--- src/design/fan_ctrl_pkg.sv ---
// Package for the thermal fan speed controller: register map, fields, resets.
// Assumes an APB slave with 32-bit data and one aligned word per register.
package fan_ctrl_pkg;

    // ==========================================================
    // Widths
    localparam int TEMP_W = 8;
    localparam int SPEED_W = 16;
    localparam int NUM_SENSORS = 8;

    // ==========================================================
    // Register byte offsets
    localparam logic [11:0] OFF_CTRL = 12'h000;
    localparam logic [11:0] OFF_WARN = 12'h004;
    localparam logic [11:0] OFF_ALARM = 12'h008;
    localparam logic [11:0] OFF_TRIP = 12'h00c;
    localparam logic [11:0] OFF_NOM = 12'h010;
    localparam logic [11:0] OFF_MIN = 12'h014;
    localparam logic [11:0] OFF_MAX = 12'h018;
    localparam logic [11:0] OFF_STATUS = 12'h01c;
    localparam logic [11:0] OFF_IRQ_STAT = 12'h020;
    localparam logic [11:0] OFF_IRQ_EN = 12'h024;
    localparam logic [11:0] OFF_IRQ_CLR = 12'h028;
    localparam logic [11:0] OFF_SPEED = 12'h02c;

    // ==========================================================
    // Control register fields
    localparam int CTRL_MODE_BIT = 0;
    localparam int CTRL_CFG_RST_BIT = 1;
    localparam int CTRL_TRIP_REARM_BIT = 2;

    // Status and interrupt bit positions (same layout)
    localparam int EV_WARN = 0;
    localparam int EV_ALARM = 1;
    localparam int EV_TRIP = 2;
    localparam int EV_W = 3;

    // ==========================================================
    // Reset values (degrees C, speed units)
    localparam logic [7:0] RST_WARN = 8'h28;
    localparam logic [7:0] RST_ALARM = 8'h46;
    localparam logic [7:0] RST_TRIP = 8'h50;
    localparam logic [15:0] RST_NOM = 16'h04b0;
    localparam logic [15:0] RST_MIN = 16'h0320;
    localparam logic [15:0] RST_MAX = 16'h0bb8;

    typedef enum logic {
        MODE_LINEAR,
        MODE_HYST
    } ctrl_mode_type;

    typedef struct packed {
        logic [7:0] present;
        logic [7:0][7:0] temp;
    } sensor_bus_type;

    typedef struct packed {
        logic [15:0] speed;
        logic stopped;
        logic power_off;
    } fan_cmd_type;

endpackage : fan_ctrl_pkg

--- src/design/fan_ramp_calc.sv ---
// Linear ramp from base speed to maximum speed over the warning..alarm span.
// Assumes warning below alarm; other orders give the low end point.
module fan_ramp_calc #(
    parameter int TW = 8,
    parameter int SW = 16
) (
    input wire logic [TW-1:0] temp,
    input wire logic [TW-1:0] lo_temp,
    input wire logic [TW-1:0] hi_temp,
    input wire logic [SW-1:0] lo_speed,
    input wire logic [SW-1:0] hi_speed,
    output logic [SW-1:0] speed
);
    logic [TW-1:0] span;
    logic [TW-1:0] pos;
    logic [SW-1:0] dspeed;
    logic [SW+TW-1:0] prod;
    logic [SW+TW-1:0] quot;

    assign span = hi_temp - lo_temp;
    assign pos = temp - lo_temp;
    assign dspeed = (hi_speed > lo_speed) ? hi_speed - lo_speed : '0;
    assign prod = {{TW{1'b0}}, dspeed} * {{SW{1'b0}}, pos};
    // Divider is combinational; fine at 50 MHz for these narrow widths
    assign quot = (span == '0) ? '0 : prod / {{SW{1'b0}}, span};

    always_comb begin
        if (temp <= lo_temp || hi_temp <= lo_temp) begin
            speed = lo_speed;
        end else if (temp >= hi_temp) begin
            speed = hi_speed;
        end else begin
            speed = lo_speed + quot[SW-1:0];
        end
    end
endmodule : fan_ramp_calc

--- src/design/thermal_fan_speed_controller.sv ---
// Top of the thermal fan speed controller with its APB register file.
// Assumes sensor readings arrive on pclk; fan drives and power switch follow outputs.
//
// Decided for this implementation: the placing of the registers and the APB slave port.

// Functional notes
// - In hysteresis mode the fans switch between max and base speed with hysteresis between the two points.
// - Any connected sensor at or above the trip limit switches the main power off in every mode.
// - In linear mode with all sensors below the warning limit the fans run at base speed.
// - In linear mode at or above the warning limit the speed follows the temperature linearly.
// - In linear mode above the alarm limit the fans run at maximum speed.
// - When nominal speed is below the minimum speed the fans stop (low-noise submode).
// - In low-noise submode fans stay stopped below the warning limit and act linear above it.
// - After reset or configuration reset the controller is in linear mode.
// - Default limits are 40 C warning, 70 C alarm and 80 C trip.
module thermal_fan_speed_controller #(
    parameter int NS = fan_ctrl_pkg::NUM_SENSORS
) (
    input wire logic pclk,
    input wire logic presetn,
    input wire logic psel,
    input wire logic penable,
    input wire logic pwrite,
    input wire logic [11:0] paddr,
    input wire logic [31:0] pwdata,
    input wire logic [3:0] pstrb,
    output logic [31:0] prdata,
    output logic pready,
    output logic pslverr,
    input wire fan_ctrl_pkg::sensor_bus_type sensors,
    output fan_ctrl_pkg::fan_cmd_type fan_cmd,
    output logic irq
);

    // ==========================================================
    // Configuration registers
    logic [7:0] warn_temp_limit_q;
    logic [7:0] alarm_temp_limit_q;
    logic [7:0] trip_temp_limit_q;
    logic [15:0] nom_speed_q;
    logic [15:0] min_speed_q;
    logic [15:0] max_speed_q;
    logic hyst_hot_q;
    logic hyst_hot_d;
    logic trip_q;
    logic [2:0] irq_stat_q;
    logic [2:0] irq_en_q;
    logic [2:0] ev_prev_q;
    fan_ctrl_pkg::fan_cmd_type fan_cmd_q;
    fan_ctrl_pkg::fan_cmd_type fan_cmd_d;

    // ==========================================================
    // APB decode
    wire wr_en = psel && penable && pwrite;
    wire rd_en = psel && !penable && !pwrite;
    wire wr_ctrl = wr_en && paddr == fan_ctrl_pkg::OFF_CTRL && pstrb[0];
    wire wr_warn = wr_en && paddr == fan_ctrl_pkg::OFF_WARN && pstrb[0];
    wire wr_alarm = wr_en && paddr == fan_ctrl_pkg::OFF_ALARM && pstrb[0];
    wire wr_trip = wr_en && paddr == fan_ctrl_pkg::OFF_TRIP && pstrb[0];
    wire wr_nom = wr_en && paddr == fan_ctrl_pkg::OFF_NOM;
    wire wr_min = wr_en && paddr == fan_ctrl_pkg::OFF_MIN;
    wire wr_max = wr_en && paddr == fan_ctrl_pkg::OFF_MAX;
    wire wr_ien = wr_en && paddr == fan_ctrl_pkg::OFF_IRQ_EN && pstrb[0];
    wire wr_iclr = wr_en && paddr == fan_ctrl_pkg::OFF_IRQ_CLR && pstrb[0];
    wire cfg_reset = wr_ctrl && pwdata[fan_ctrl_pkg::CTRL_CFG_RST_BIT];
    wire rearm = wr_ctrl && pwdata[fan_ctrl_pkg::CTRL_TRIP_REARM_BIT];
    wire addr_ok = paddr[1:0] == 2'h0 && paddr <= fan_ctrl_pkg::OFF_SPEED;

    // Byte-lane merge for 16-bit speed registers
    function automatic logic [15:0] merge16(input logic [15:0] old, input logic [31:0] wd,
                                            input logic [3:0] st);
        merge16 = {st[1] ? wd[15:8] : old[15:8], st[0] ? wd[7:0] : old[7:0]};
    endfunction : merge16

    // ==========================================================
    // Sensor evaluation: hottest connected sensor
    logic [7:0] hottest;
    logic any_present;
    always_comb begin
        hottest = '0;
        any_present = 1'b0;
        for (int i = 0; i < NS; i++) begin
            if (sensors.present[i]) begin
                any_present = 1'b1;
                if (sensors.temp[i] > hottest) begin
                    hottest = sensors.temp[i];
                end
            end
        end
    end

    // Swapped limit order selects hysteresis
    wire fan_ctrl_pkg::ctrl_mode_type mode = (alarm_temp_limit_q < warn_temp_limit_q) ?
        fan_ctrl_pkg::MODE_HYST : fan_ctrl_pkg::MODE_LINEAR;
    wire at_warn = any_present && hottest >= warn_temp_limit_q;
    wire over_alarm = any_present && hottest > alarm_temp_limit_q;
    wire at_alarm = any_present && hottest >= alarm_temp_limit_q;
    wire at_trip = any_present && hottest >= trip_temp_limit_q;
    wire low_noise = nom_speed_q < min_speed_q;
    wire [15:0] base_speed = low_noise ? min_speed_q : nom_speed_q;

    logic [15:0] ramp_speed;
    fan_ramp_calc #(
        .TW(8),
        .SW(16)
    ) u_ramp (
        .temp(hottest),
        .lo_temp(warn_temp_limit_q),
        .hi_temp(alarm_temp_limit_q),
        .lo_speed(base_speed),
        .hi_speed(max_speed_q),
        .speed(ramp_speed)
    );

    // ==========================================================
    // Speed decision
    always_comb begin
        hyst_hot_d = hyst_hot_q;
        fan_cmd_d.power_off = trip_q || at_trip;
        fan_cmd_d.stopped = 1'b0;
        fan_cmd_d.speed = base_speed;
        case (mode)
            fan_ctrl_pkg::MODE_HYST: begin
                // Alarm limit is the lower point here: on at or above warn, off below alarm
                if (at_warn) begin
                    hyst_hot_d = 1'b1;
                end else if (!at_alarm) begin
                    hyst_hot_d = 1'b0;
                end
                fan_cmd_d.speed = hyst_hot_d ? max_speed_q : base_speed;
                fan_cmd_d.stopped = !hyst_hot_d && low_noise;
            end
            fan_ctrl_pkg::MODE_LINEAR: begin
                hyst_hot_d = 1'b0;
                if (over_alarm) begin
                    fan_cmd_d.speed = max_speed_q;
                end else if (at_warn) begin
                    fan_cmd_d.speed = ramp_speed;
                end else if (low_noise) begin
                    fan_cmd_d.speed = '0;
                    fan_cmd_d.stopped = 1'b1;
                end else begin
                    fan_cmd_d.speed = base_speed;
                end
            end
            default: begin
                hyst_hot_d = 1'b0;
            end
        endcase
        if (fan_cmd_d.power_off) begin
            fan_cmd_d.speed = '0;
            fan_cmd_d.stopped = 1'b1;
        end
    end

    wire [2:0] ev_now = {at_trip, at_alarm, at_warn};
    wire [2:0] ev_rise = ev_now & ~ev_prev_q;

    // ==========================================================
    // Limits and speeds; config reset restores defaults
    always_ff @(posedge pclk or negedge presetn) begin
        if (!presetn) begin
            warn_temp_limit_q <= fan_ctrl_pkg::RST_WARN;
            alarm_temp_limit_q <= fan_ctrl_pkg::RST_ALARM;
            trip_temp_limit_q <= fan_ctrl_pkg::RST_TRIP;
            nom_speed_q <= fan_ctrl_pkg::RST_NOM;
            min_speed_q <= fan_ctrl_pkg::RST_MIN;
            max_speed_q <= fan_ctrl_pkg::RST_MAX;
        end else if (cfg_reset) begin
            warn_temp_limit_q <= fan_ctrl_pkg::RST_WARN;
            alarm_temp_limit_q <= fan_ctrl_pkg::RST_ALARM;
            trip_temp_limit_q <= fan_ctrl_pkg::RST_TRIP;
            nom_speed_q <= fan_ctrl_pkg::RST_NOM;
            min_speed_q <= fan_ctrl_pkg::RST_MIN;
            max_speed_q <= fan_ctrl_pkg::RST_MAX;
        end else begin
            if (wr_warn) warn_temp_limit_q <= pwdata[7:0];
            if (wr_alarm) alarm_temp_limit_q <= pwdata[7:0];
            if (wr_trip) trip_temp_limit_q <= pwdata[7:0];
            if (wr_nom) nom_speed_q <= merge16(nom_speed_q, pwdata, pstrb);
            if (wr_min) min_speed_q <= merge16(min_speed_q, pwdata, pstrb);
            if (wr_max) max_speed_q <= merge16(max_speed_q, pwdata, pstrb);
        end
    end

    // ==========================================================
    // Control state, trip latch and interrupts
    always_ff @(posedge pclk or negedge presetn) begin
        if (!presetn) begin
            hyst_hot_q <= 1'b0;
            trip_q <= 1'b0;
            fan_cmd_q <= '0;
            irq_stat_q <= '0;
            irq_en_q <= '0;
            ev_prev_q <= '0;
        end else begin
            hyst_hot_q <= hyst_hot_d;
            fan_cmd_q <= fan_cmd_d;
            ev_prev_q <= ev_now;
            // Power stays off until software rearms below the trip limit
            if (at_trip) begin
                trip_q <= 1'b1;
            end else if (rearm) begin
                trip_q <= 1'b0;
            end
            if (wr_ien) irq_en_q <= pwdata[2:0];
            // Set wins over a clear in the same cycle
            irq_stat_q <= (irq_stat_q & ~(wr_iclr ? pwdata[2:0] : 3'h0)) | ev_rise;
        end
    end

    assign fan_cmd = fan_cmd_q;
    assign irq = |(irq_stat_q & irq_en_q);

    // ==========================================================
    // Read path: data registered in setup, ready in access phase
    logic [31:0] rd_mux;
    always_comb begin
        case (paddr)
            fan_ctrl_pkg::OFF_CTRL: rd_mux = {29'h0, trip_q, 1'b0, mode == fan_ctrl_pkg::MODE_HYST};
            fan_ctrl_pkg::OFF_WARN: rd_mux = {24'h0, warn_temp_limit_q};
            fan_ctrl_pkg::OFF_ALARM: rd_mux = {24'h0, alarm_temp_limit_q};
            fan_ctrl_pkg::OFF_TRIP: rd_mux = {24'h0, trip_temp_limit_q};
            fan_ctrl_pkg::OFF_NOM: rd_mux = {16'h0, nom_speed_q};
            fan_ctrl_pkg::OFF_MIN: rd_mux = {16'h0, min_speed_q};
            fan_ctrl_pkg::OFF_MAX: rd_mux = {16'h0, max_speed_q};
            fan_ctrl_pkg::OFF_STATUS: rd_mux = {16'h0, hottest, 4'h0, hyst_hot_q, ev_now};
            fan_ctrl_pkg::OFF_IRQ_STAT: rd_mux = {29'h0, irq_stat_q};
            fan_ctrl_pkg::OFF_IRQ_EN: rd_mux = {29'h0, irq_en_q};
            fan_ctrl_pkg::OFF_SPEED: rd_mux = {14'h0, fan_cmd_q};
            default: rd_mux = 32'h0;
        endcase
    end

    always_ff @(posedge pclk or negedge presetn) begin
        if (!presetn) begin
            prdata <= 32'h0;
        end else if (rd_en) begin
            prdata <= rd_mux;
        end
    end

    assign pready = 1'b1;
    assign pslverr = psel && penable && !addr_ok;

endmodule : thermal_fan_speed_controller

--- config.mk ---
export PLATFORM = sky130hd
export DESIGN_NAME = thermal_fan_speed_controller
export DESIGN_NICKNAME = d
export VERILOG_FILES = /design/src/design/fan_ctrl_pkg.sv /design/src/design/fan_ramp_calc.sv /design/src/design/thermal_fan_speed_controller.sv
export SDC_FILE = /design/constraint.sdc
export NUM_CORES = 1
export LEC_CHECK = 0
export ABC_AREA = 1
export BUFFER_PORTS_ARGS = -buffer_cell sky130_fd_sc_hd__buf_2
export CAP_MARGIN = 30
export CORE_MARGIN = 1.5
export CORE_UTILIZATION = 25
export CTS_BUF_LIST = sky130_fd_sc_hd__clkbuf_8 sky130_fd_sc_hd__clkbuf_16
export DETAILED_ROUTE_END_ITERATION = 8
export PLACE_DENSITY = 0.49
export SKIP_CTS_REPAIR_TIMING = 1
export SYNTH_ARGS = -nofsm -noshare
export SYNTH_HDL_FRONTEND = slang
export SYNTH_HIERARCHICAL = 1
export SYNTH_SLANG_ARGS = --single-unit
export TNS_END_PERCENT = 50
--- constraint.sdc ---
create_clock -name pclk -period 105.1 [get_ports pclk]
set_input_delay 0 -clock pclk [delete_from_list [all_inputs] [get_ports pclk]]
set_output_delay 0 -clock pclk [all_outputs]
set_load 0.005 [all_outputs]
==> results.cfg, run 1 <==
[status]
status = finished, final reports clean

[global_routing]
globalRouteMet1Util = 0.2068
grt.met2_usage = 0.2545
grt_max_degree = 71
use_met3 = 0.01709
grt_pass1_vias = 26482
overflow = 0
grt_pass1_wl_mm = 140.5
antenna_found_initial = 1
grt_busiest_layer = met2
grt_usage = 0.1519

[critical_path]
crit_path_start_kind = input pin
crit_type = input pin to flop
crit_path_end_kind = flop
rr_startpoint = min_speed_q[1]$_DFFE_PN0P_
crit_slowest_cell = nor2_1
timing.rr.end = fan_cmd[17]$_DFF_PN0_
cpMostUsedCell = nand2_1
cp_data_arrival_time_ns = 73.25
r2r_slack_ns = 38.19
critPathMaxStageDelay_ns = 0.70
path_max_fanout = 26
r2r_cells = 425
cp_data_required_time_ns = 105.46

[floorplan]
core-area_um2 = 110800
die_w_um = 337.6
rows = 122
die_area_um2 = 114000
die_h_um = 337.6
ios = 178
initial_core_util = 0.2526

[timing]
fin_skew_ns = 0.007732
tns_ns = 0
grt_setup_unrepaired = false
max_freq_mhz = 13.72
hold_viol = 0
setup_viol = 0
timing.slew.headroom = 0.2745
worst_pin_slew_ns = 1.084
finalCritPeriodShare = 0.6935
timing.final.crit_period_ns = 72.89
report.final.slew_viol_count = 0

[place]
gp_congestion = 0.8821
io_buffers = 144
dpl.hpwl_mm = 70.90

[cells_and_area]
seqCellArea_um2 = 3004
layout_common_cells = nand2_1 (1090), inv_1 (714), nor2_1 (447)
syn2layout_area_growth_pct = 10.81
fill_cells = 12621
nets = 5147
final_common_cell = nand2_1
multi_input_area_um2 = 21700
final_layout_size_suffix_gt1_frac = 0.1010

[yosys]
synthesis.area_um2 = 27990
syn_inst = 4459
ys.flop_type = dfrtp_1
avgSynthCellArea_um2 = 6.278
synth-edff-count = 0
async_flop_share = 1.000
synth_seq_area_share = 0.1073
ys_seq_elements = 119
ys_types = 73
ys_warn_count = 6

[clocking]
path_clk_slew_ns = 0.06
h-tree-depth = 4
clock_sinks = 119
cts_tree = built
root_buffer = clkbuf_16
clk_latency_ns = 0.44
numCtsBuffers = 17
clockBufferDepth = 2

[routing]
via_per_inst = 4.591
drt_iter0_drc = 1487
vias = 27925
drt_pre_antenna_iters = 5
ant_nets = 0
drc = 0
drt_wl_total_mm = 87.05
avgRoutedWirePerCell_um = 14.31

[hold_path]
min_to = nom_speed_q[10]$_DFFE_PN1P_
hold_path.class = input pin to flop
hp-start = pstrb[1]
worstHoldPathCells = 5

[job]
cap_violations = 0
-- sequential cells by signal, summed over array words and instances (netlist names), 8 cells and up --
signal,cells
nom_speed_q,16
prdata,18
warn_temp_limit_q,8
alarm_temp_limit_q,8
fan_cmd,18
max_speed_q,16
min_speed_q,16
trip_temp_limit_q,8
-- how the worst max path moves through the flow --
stage,start,endpoint,depth (start not counted)
6_report,sensors[64],fan_cmd[17]$_DFF_PN0_,448
5_1_grt,sensors[64],fan_cmd[17]$_DFF_PN0_,450
4_1_cts,sensors[64],fan_cmd[17]$_DFF_PN0_,448
3_5_place_dp,sensors[64],fan_cmd[17]$_DFF_PN0_,448
3_3_place_gp,sensors[64],fan_cmd[17]$_DFF_PN0_,447
2_1_floorplan,sensors[64],fan_cmd[17]$_DFF_PN0_,476
-- metal layers --
layer / wire length [um] / share of wire / vias up
met3: 3523 / 0.040 / 90
met5: 0 / 0 / -
met4: 2108 / 0.024 / 0
li1: - / - / 14675
met1: 42100 / 0.48 / 12655
met2: 39320 / 0.45 / 505
-- Yosys cell counts (all sizes together) (10+ instances only) --
library cell	n	share of area
a211oi	12	0.0032
a21boi	11	0.0043
a21o	32	0.0086
a21oi	220	0.040
a221oi	12	0.0038
buf	43	0.013
clkbuf	52	0.0070
dfrtp	98	0.088
dfstp	21	0.020
fa	88	0.063
ha	353	0.16
inv	731	0.098
nand2	1172	0.17
nand3	334	0.069
nand3b	14	0.0038
nand4	73	0.017
nor2	488	0.073
nor3	30	0.0063
o21ai	332	0.060
o21bai	37	0.010
o22ai	31	0.0069
o31ai	10	0.0027
or2	35	0.0078
xnor2	41	0.013
xor2	115	0.036
-- metrics by stage --
| stage | setup WS [ns] | hold WS (ns) | area, um^2 | util | cells |
|---|---|---|---|---|---|
| 6_report | 32.21 | 0.008260 | 31020 | 0.2799 | 6083 |
| 3_5_place_dp | 31.53 | 0.1054 | 30280 | 0.2732 | 6034 |
| 4_1_cts | 31.67 | -0.3460 | 30850 | 0.2784 | 6066 |
| 2_1_floorplan | 42.41 | -0.2956 | 28040 | - | 4472 |
| 3_3_place_gp | 32.18 | 0.1086 | 30260 | 0.2731 | 6033 |
| 5_1_grt | 23.35 | 0.02339 | 31020 | 0.2799 | 6083 |
-- cell type report --
cell class	instances	area share
Antenna cell	1	0.00008068
Clock buffer	20	0.01505
Clock inverter	12	0.003590
Inverter	740	0.08963
Multi-Input combinational cell	3517	0.6998
Sequential cell	119	0.09685
Tap cell	1488	0.06002
Timing Repair Buffer	186	0.03501
-- worst max-delay path, delay by kind of cell --
| family | cells | cell delay, ns |
|---|---|---|
| buffers and inverters | 70 | 7.93 |
| xor gates and xnor gates | 1 | 0.13 |
| adders and majority gates | 38 | 12.89 |
| and+or+nand+nor | 199 | 24.97 |
| AOI/OAI and AO/OA | 140 | 26.95 |
-- kinds of logic (layout without fill, tap and decap cells) --
family | Yosys count | after routing | synth area share
AOI/OAI and AO/OA | 742 | 742 | 0.1530
DFF | 119 | 119 | 0.1073
buffers and inverters | 836 | 958 | 0.1194
muxes | 3 | 3 | 0.001207
xor gates and xnor gates | 156 | 156 | 0.04881
adders and majority gates | 441 | 441 | 0.2207
other | 2 | 16 | 0.0002683
and+or+nand+nor | 2160 | 2160 | 0.3493
Power of run 1 is left out: the tool's default activity adds up to more than one toggle a clock period on the data nets, which glitch-free logic cannot reach.
==> inputs of run 2 (changes only) <==
==> constraint.sdc (replaced) <==
create_clock -name pclk -period 75.8 [get_ports pclk]
set_input_delay 0 -clock pclk [delete_from_list [all_inputs] [get_ports pclk]]
set_output_delay 0 -clock pclk [all_outputs]
set_load 0.005 [all_outputs]
==> run 2 against run 1 <==
Compared with the run above:
- register-to-register slack got worse by 25 ns
- die area did not move
- worst hold slack improved by 0.028 ns
- setup slack got worse by 24 ns
- highest routed layer is now met5
==> results.cfg, run 2 (synthesized netlist as in run 1, its figures left out) <==
[critical_path]
rr_startpoint = min_speed_q[1]$_DFFE_PN0P_
cp_data_required_time_ns = 76.16
worst-path-buf-inv = 70
crit_type = input pin to flop
crit_start = sensors[64]
cpMostUsedCell = nand2_1
path_max_fanout = 18
crit_family = compound AO/OA/AOI/OAI gates
critPathMaxStageDelay_ns = 0.78
crit_slowest_cell = o21ai_0
crit_path_start_kind = input pin
cp_data_arrival_time_ns = 68.11
crit_path_end_kind = flop

[cells_and_area]
fill_cells = 12562
multi_input_area_um2 = 21800
layout_common_cells = nand2_1 (1087), inv_1 (706), nor2_1 (441)
final_common_cell = nand2_1
instances_no_fill = 6113
syn2layout_area_growth_pct = 12.04
postLayoutCoreUtil = 0.2830
seqCellArea_um2 = 3004
nets = 5177
final_layout_size_suffix_gt1_frac = 0.1122

[hold_path]
hold_path.class = input pin to flop
hp-start = pstrb[1]

[routing]
wl_met3_mm = 3.056
drt_iter0_drc = 1381
avgRoutedWirePerCell_um = 14.32
drt_wl_total_mm = 87.54
ant_nets = 0
drc = 0
top_layer = met5
m1WireLength_mm = 42.55
drt_pre_antenna_iters = 5
wl_met2_mm = 40.24
vias = 28160
via_per_inst = 4.607

[place]
place_inst = 6036
dpl.hpwl_mm = 71.17
gp_congestion = 0.8777
io_buffers = 144

[clocking]
root_buffer = clkbuf_16
clk_latency_ns = 0.43
cts_tree = built
path_clk_slew_ns = 0.06
numCtsBuffers = 17
clockBufferDepth = 2
clock_sinks = 119
h-tree-depth = 4

[job]
cap_violations = 0

[floorplan]
rows = 122
core-area_um2 = 110800
initial_core_util = 0.2526
die_area_um2 = 114000
ios = 178
die_w_um = 337.6
die_h_um = 337.6

[timing]
timing.slew.headroom = 0.3047
report.final.slew_viol_count = 0
finalCritPeriodShare = 0.8939
setup_viol = 0
tns_ns = 0
timing.final.crit_period_ns = 67.76
worst_pin_slew_ns = 1.039
fin_skew_ns = 0.009230
hold_viol = 0
max_freq_mhz = 14.76

[status]
status = finished, final reports clean

[global_routing]
grt_pass1_wl_mm = 140.1
overflow = 0
grt_usage = 0.1511
antenna_found_initial = 3
grt_max_degree = 71
grt_pass1_vias = 26573
[run 2: cell types whose count changed in the layout (fill, tap and decap cells not counted), moves of 3 or more]
| cell | previous run | this run |
|---|---|---|
| buf_4 | 26 | 56 |
| o21ai_0 | 281 | 264 |
| o21ai_1 | 47 | 61 |
| inv_1 | 714 | 706 |
| clkinvlp_4 | 1 | 8 |
| nor2_1 | 447 | 441 |
| a21oi_1 | 216 | 211 |
| a21oi_2 | 2 | 7 |
| nor2_4 | 16 | 20 |
| clkbuf_8 | 3 | 6 |
| nand2_1 | 1090 | 1087 |
| nand2_4 | 22 | 25 |
| o21ai_2 | 4 | 7 |
[run 2: final cells by class]
class	instances	area share
clock inverter	9	0.002394
sequential	119	0.09579
tap	1488	0.05937
inverter	740	0.08925
clock buffer	23	0.01620
timing repair buffer	216	0.04181
multi-input combinational	3517	0.6951
antenna	1	0.00007979
[run 2: final timing paths]
check	end	slack [ns]	depth (start not counted)
setup / recovery	fan_cmd[17]$_DFF_PN0_	8.04	451
hold / removal	nom_speed_q[10]$_DFFE_PN1P_	0.04	5
setup reg to reg	fan_cmd[17]$_DFF_PN0_	13.11	431
hold reg to reg	irq_stat_q[2]$_DFF_PN0_	0.43	1
max in group asynchronous	warn_temp_limit_q[4]$_DFFE_PN0P_	74.21	3
min in group asynchronous	prdata[10]$_DFFE_PN0P_	0.18	2
[run 2: worst reg2reg max path, delay by kind of cell (launching register included)]
| kind | cells | cell delay [ns] |
|---|---|---|
| fa+ha+maj | 32 | 10.30 |
| simple gates | 196 | 21.54 |
| buf+inv | 71 | 6.99 |
| flops | 1 | 0.37 |
| compound gates | 131 | 23.18 |
| xor+xnor | 1 | 0.11 |
[run 2: routing by layer]
metal / up-vias / GRT usage
li1: 14755 / -
met1: 12851 / 0.2053
met2: 472 / 0.2584
met3: 80 / 0.01314
met4: 2 / 0.03196
met5: - / 0
[run 2: per-stage QoR]
stage	hold WS, ns	cell area [um^2]	setup slack [ns]
after detailed placement	0.1006	30290	2.583
after floorplan	-0.2956	28040	13.11
after global routing	0.04457	31360	-0.07937
after CTS	-0.3500	30870	2.703
final	0.03592	31360	8.044
after global placement	0.1068	30280	2.965
Power of run 2 is left out for the same reason.
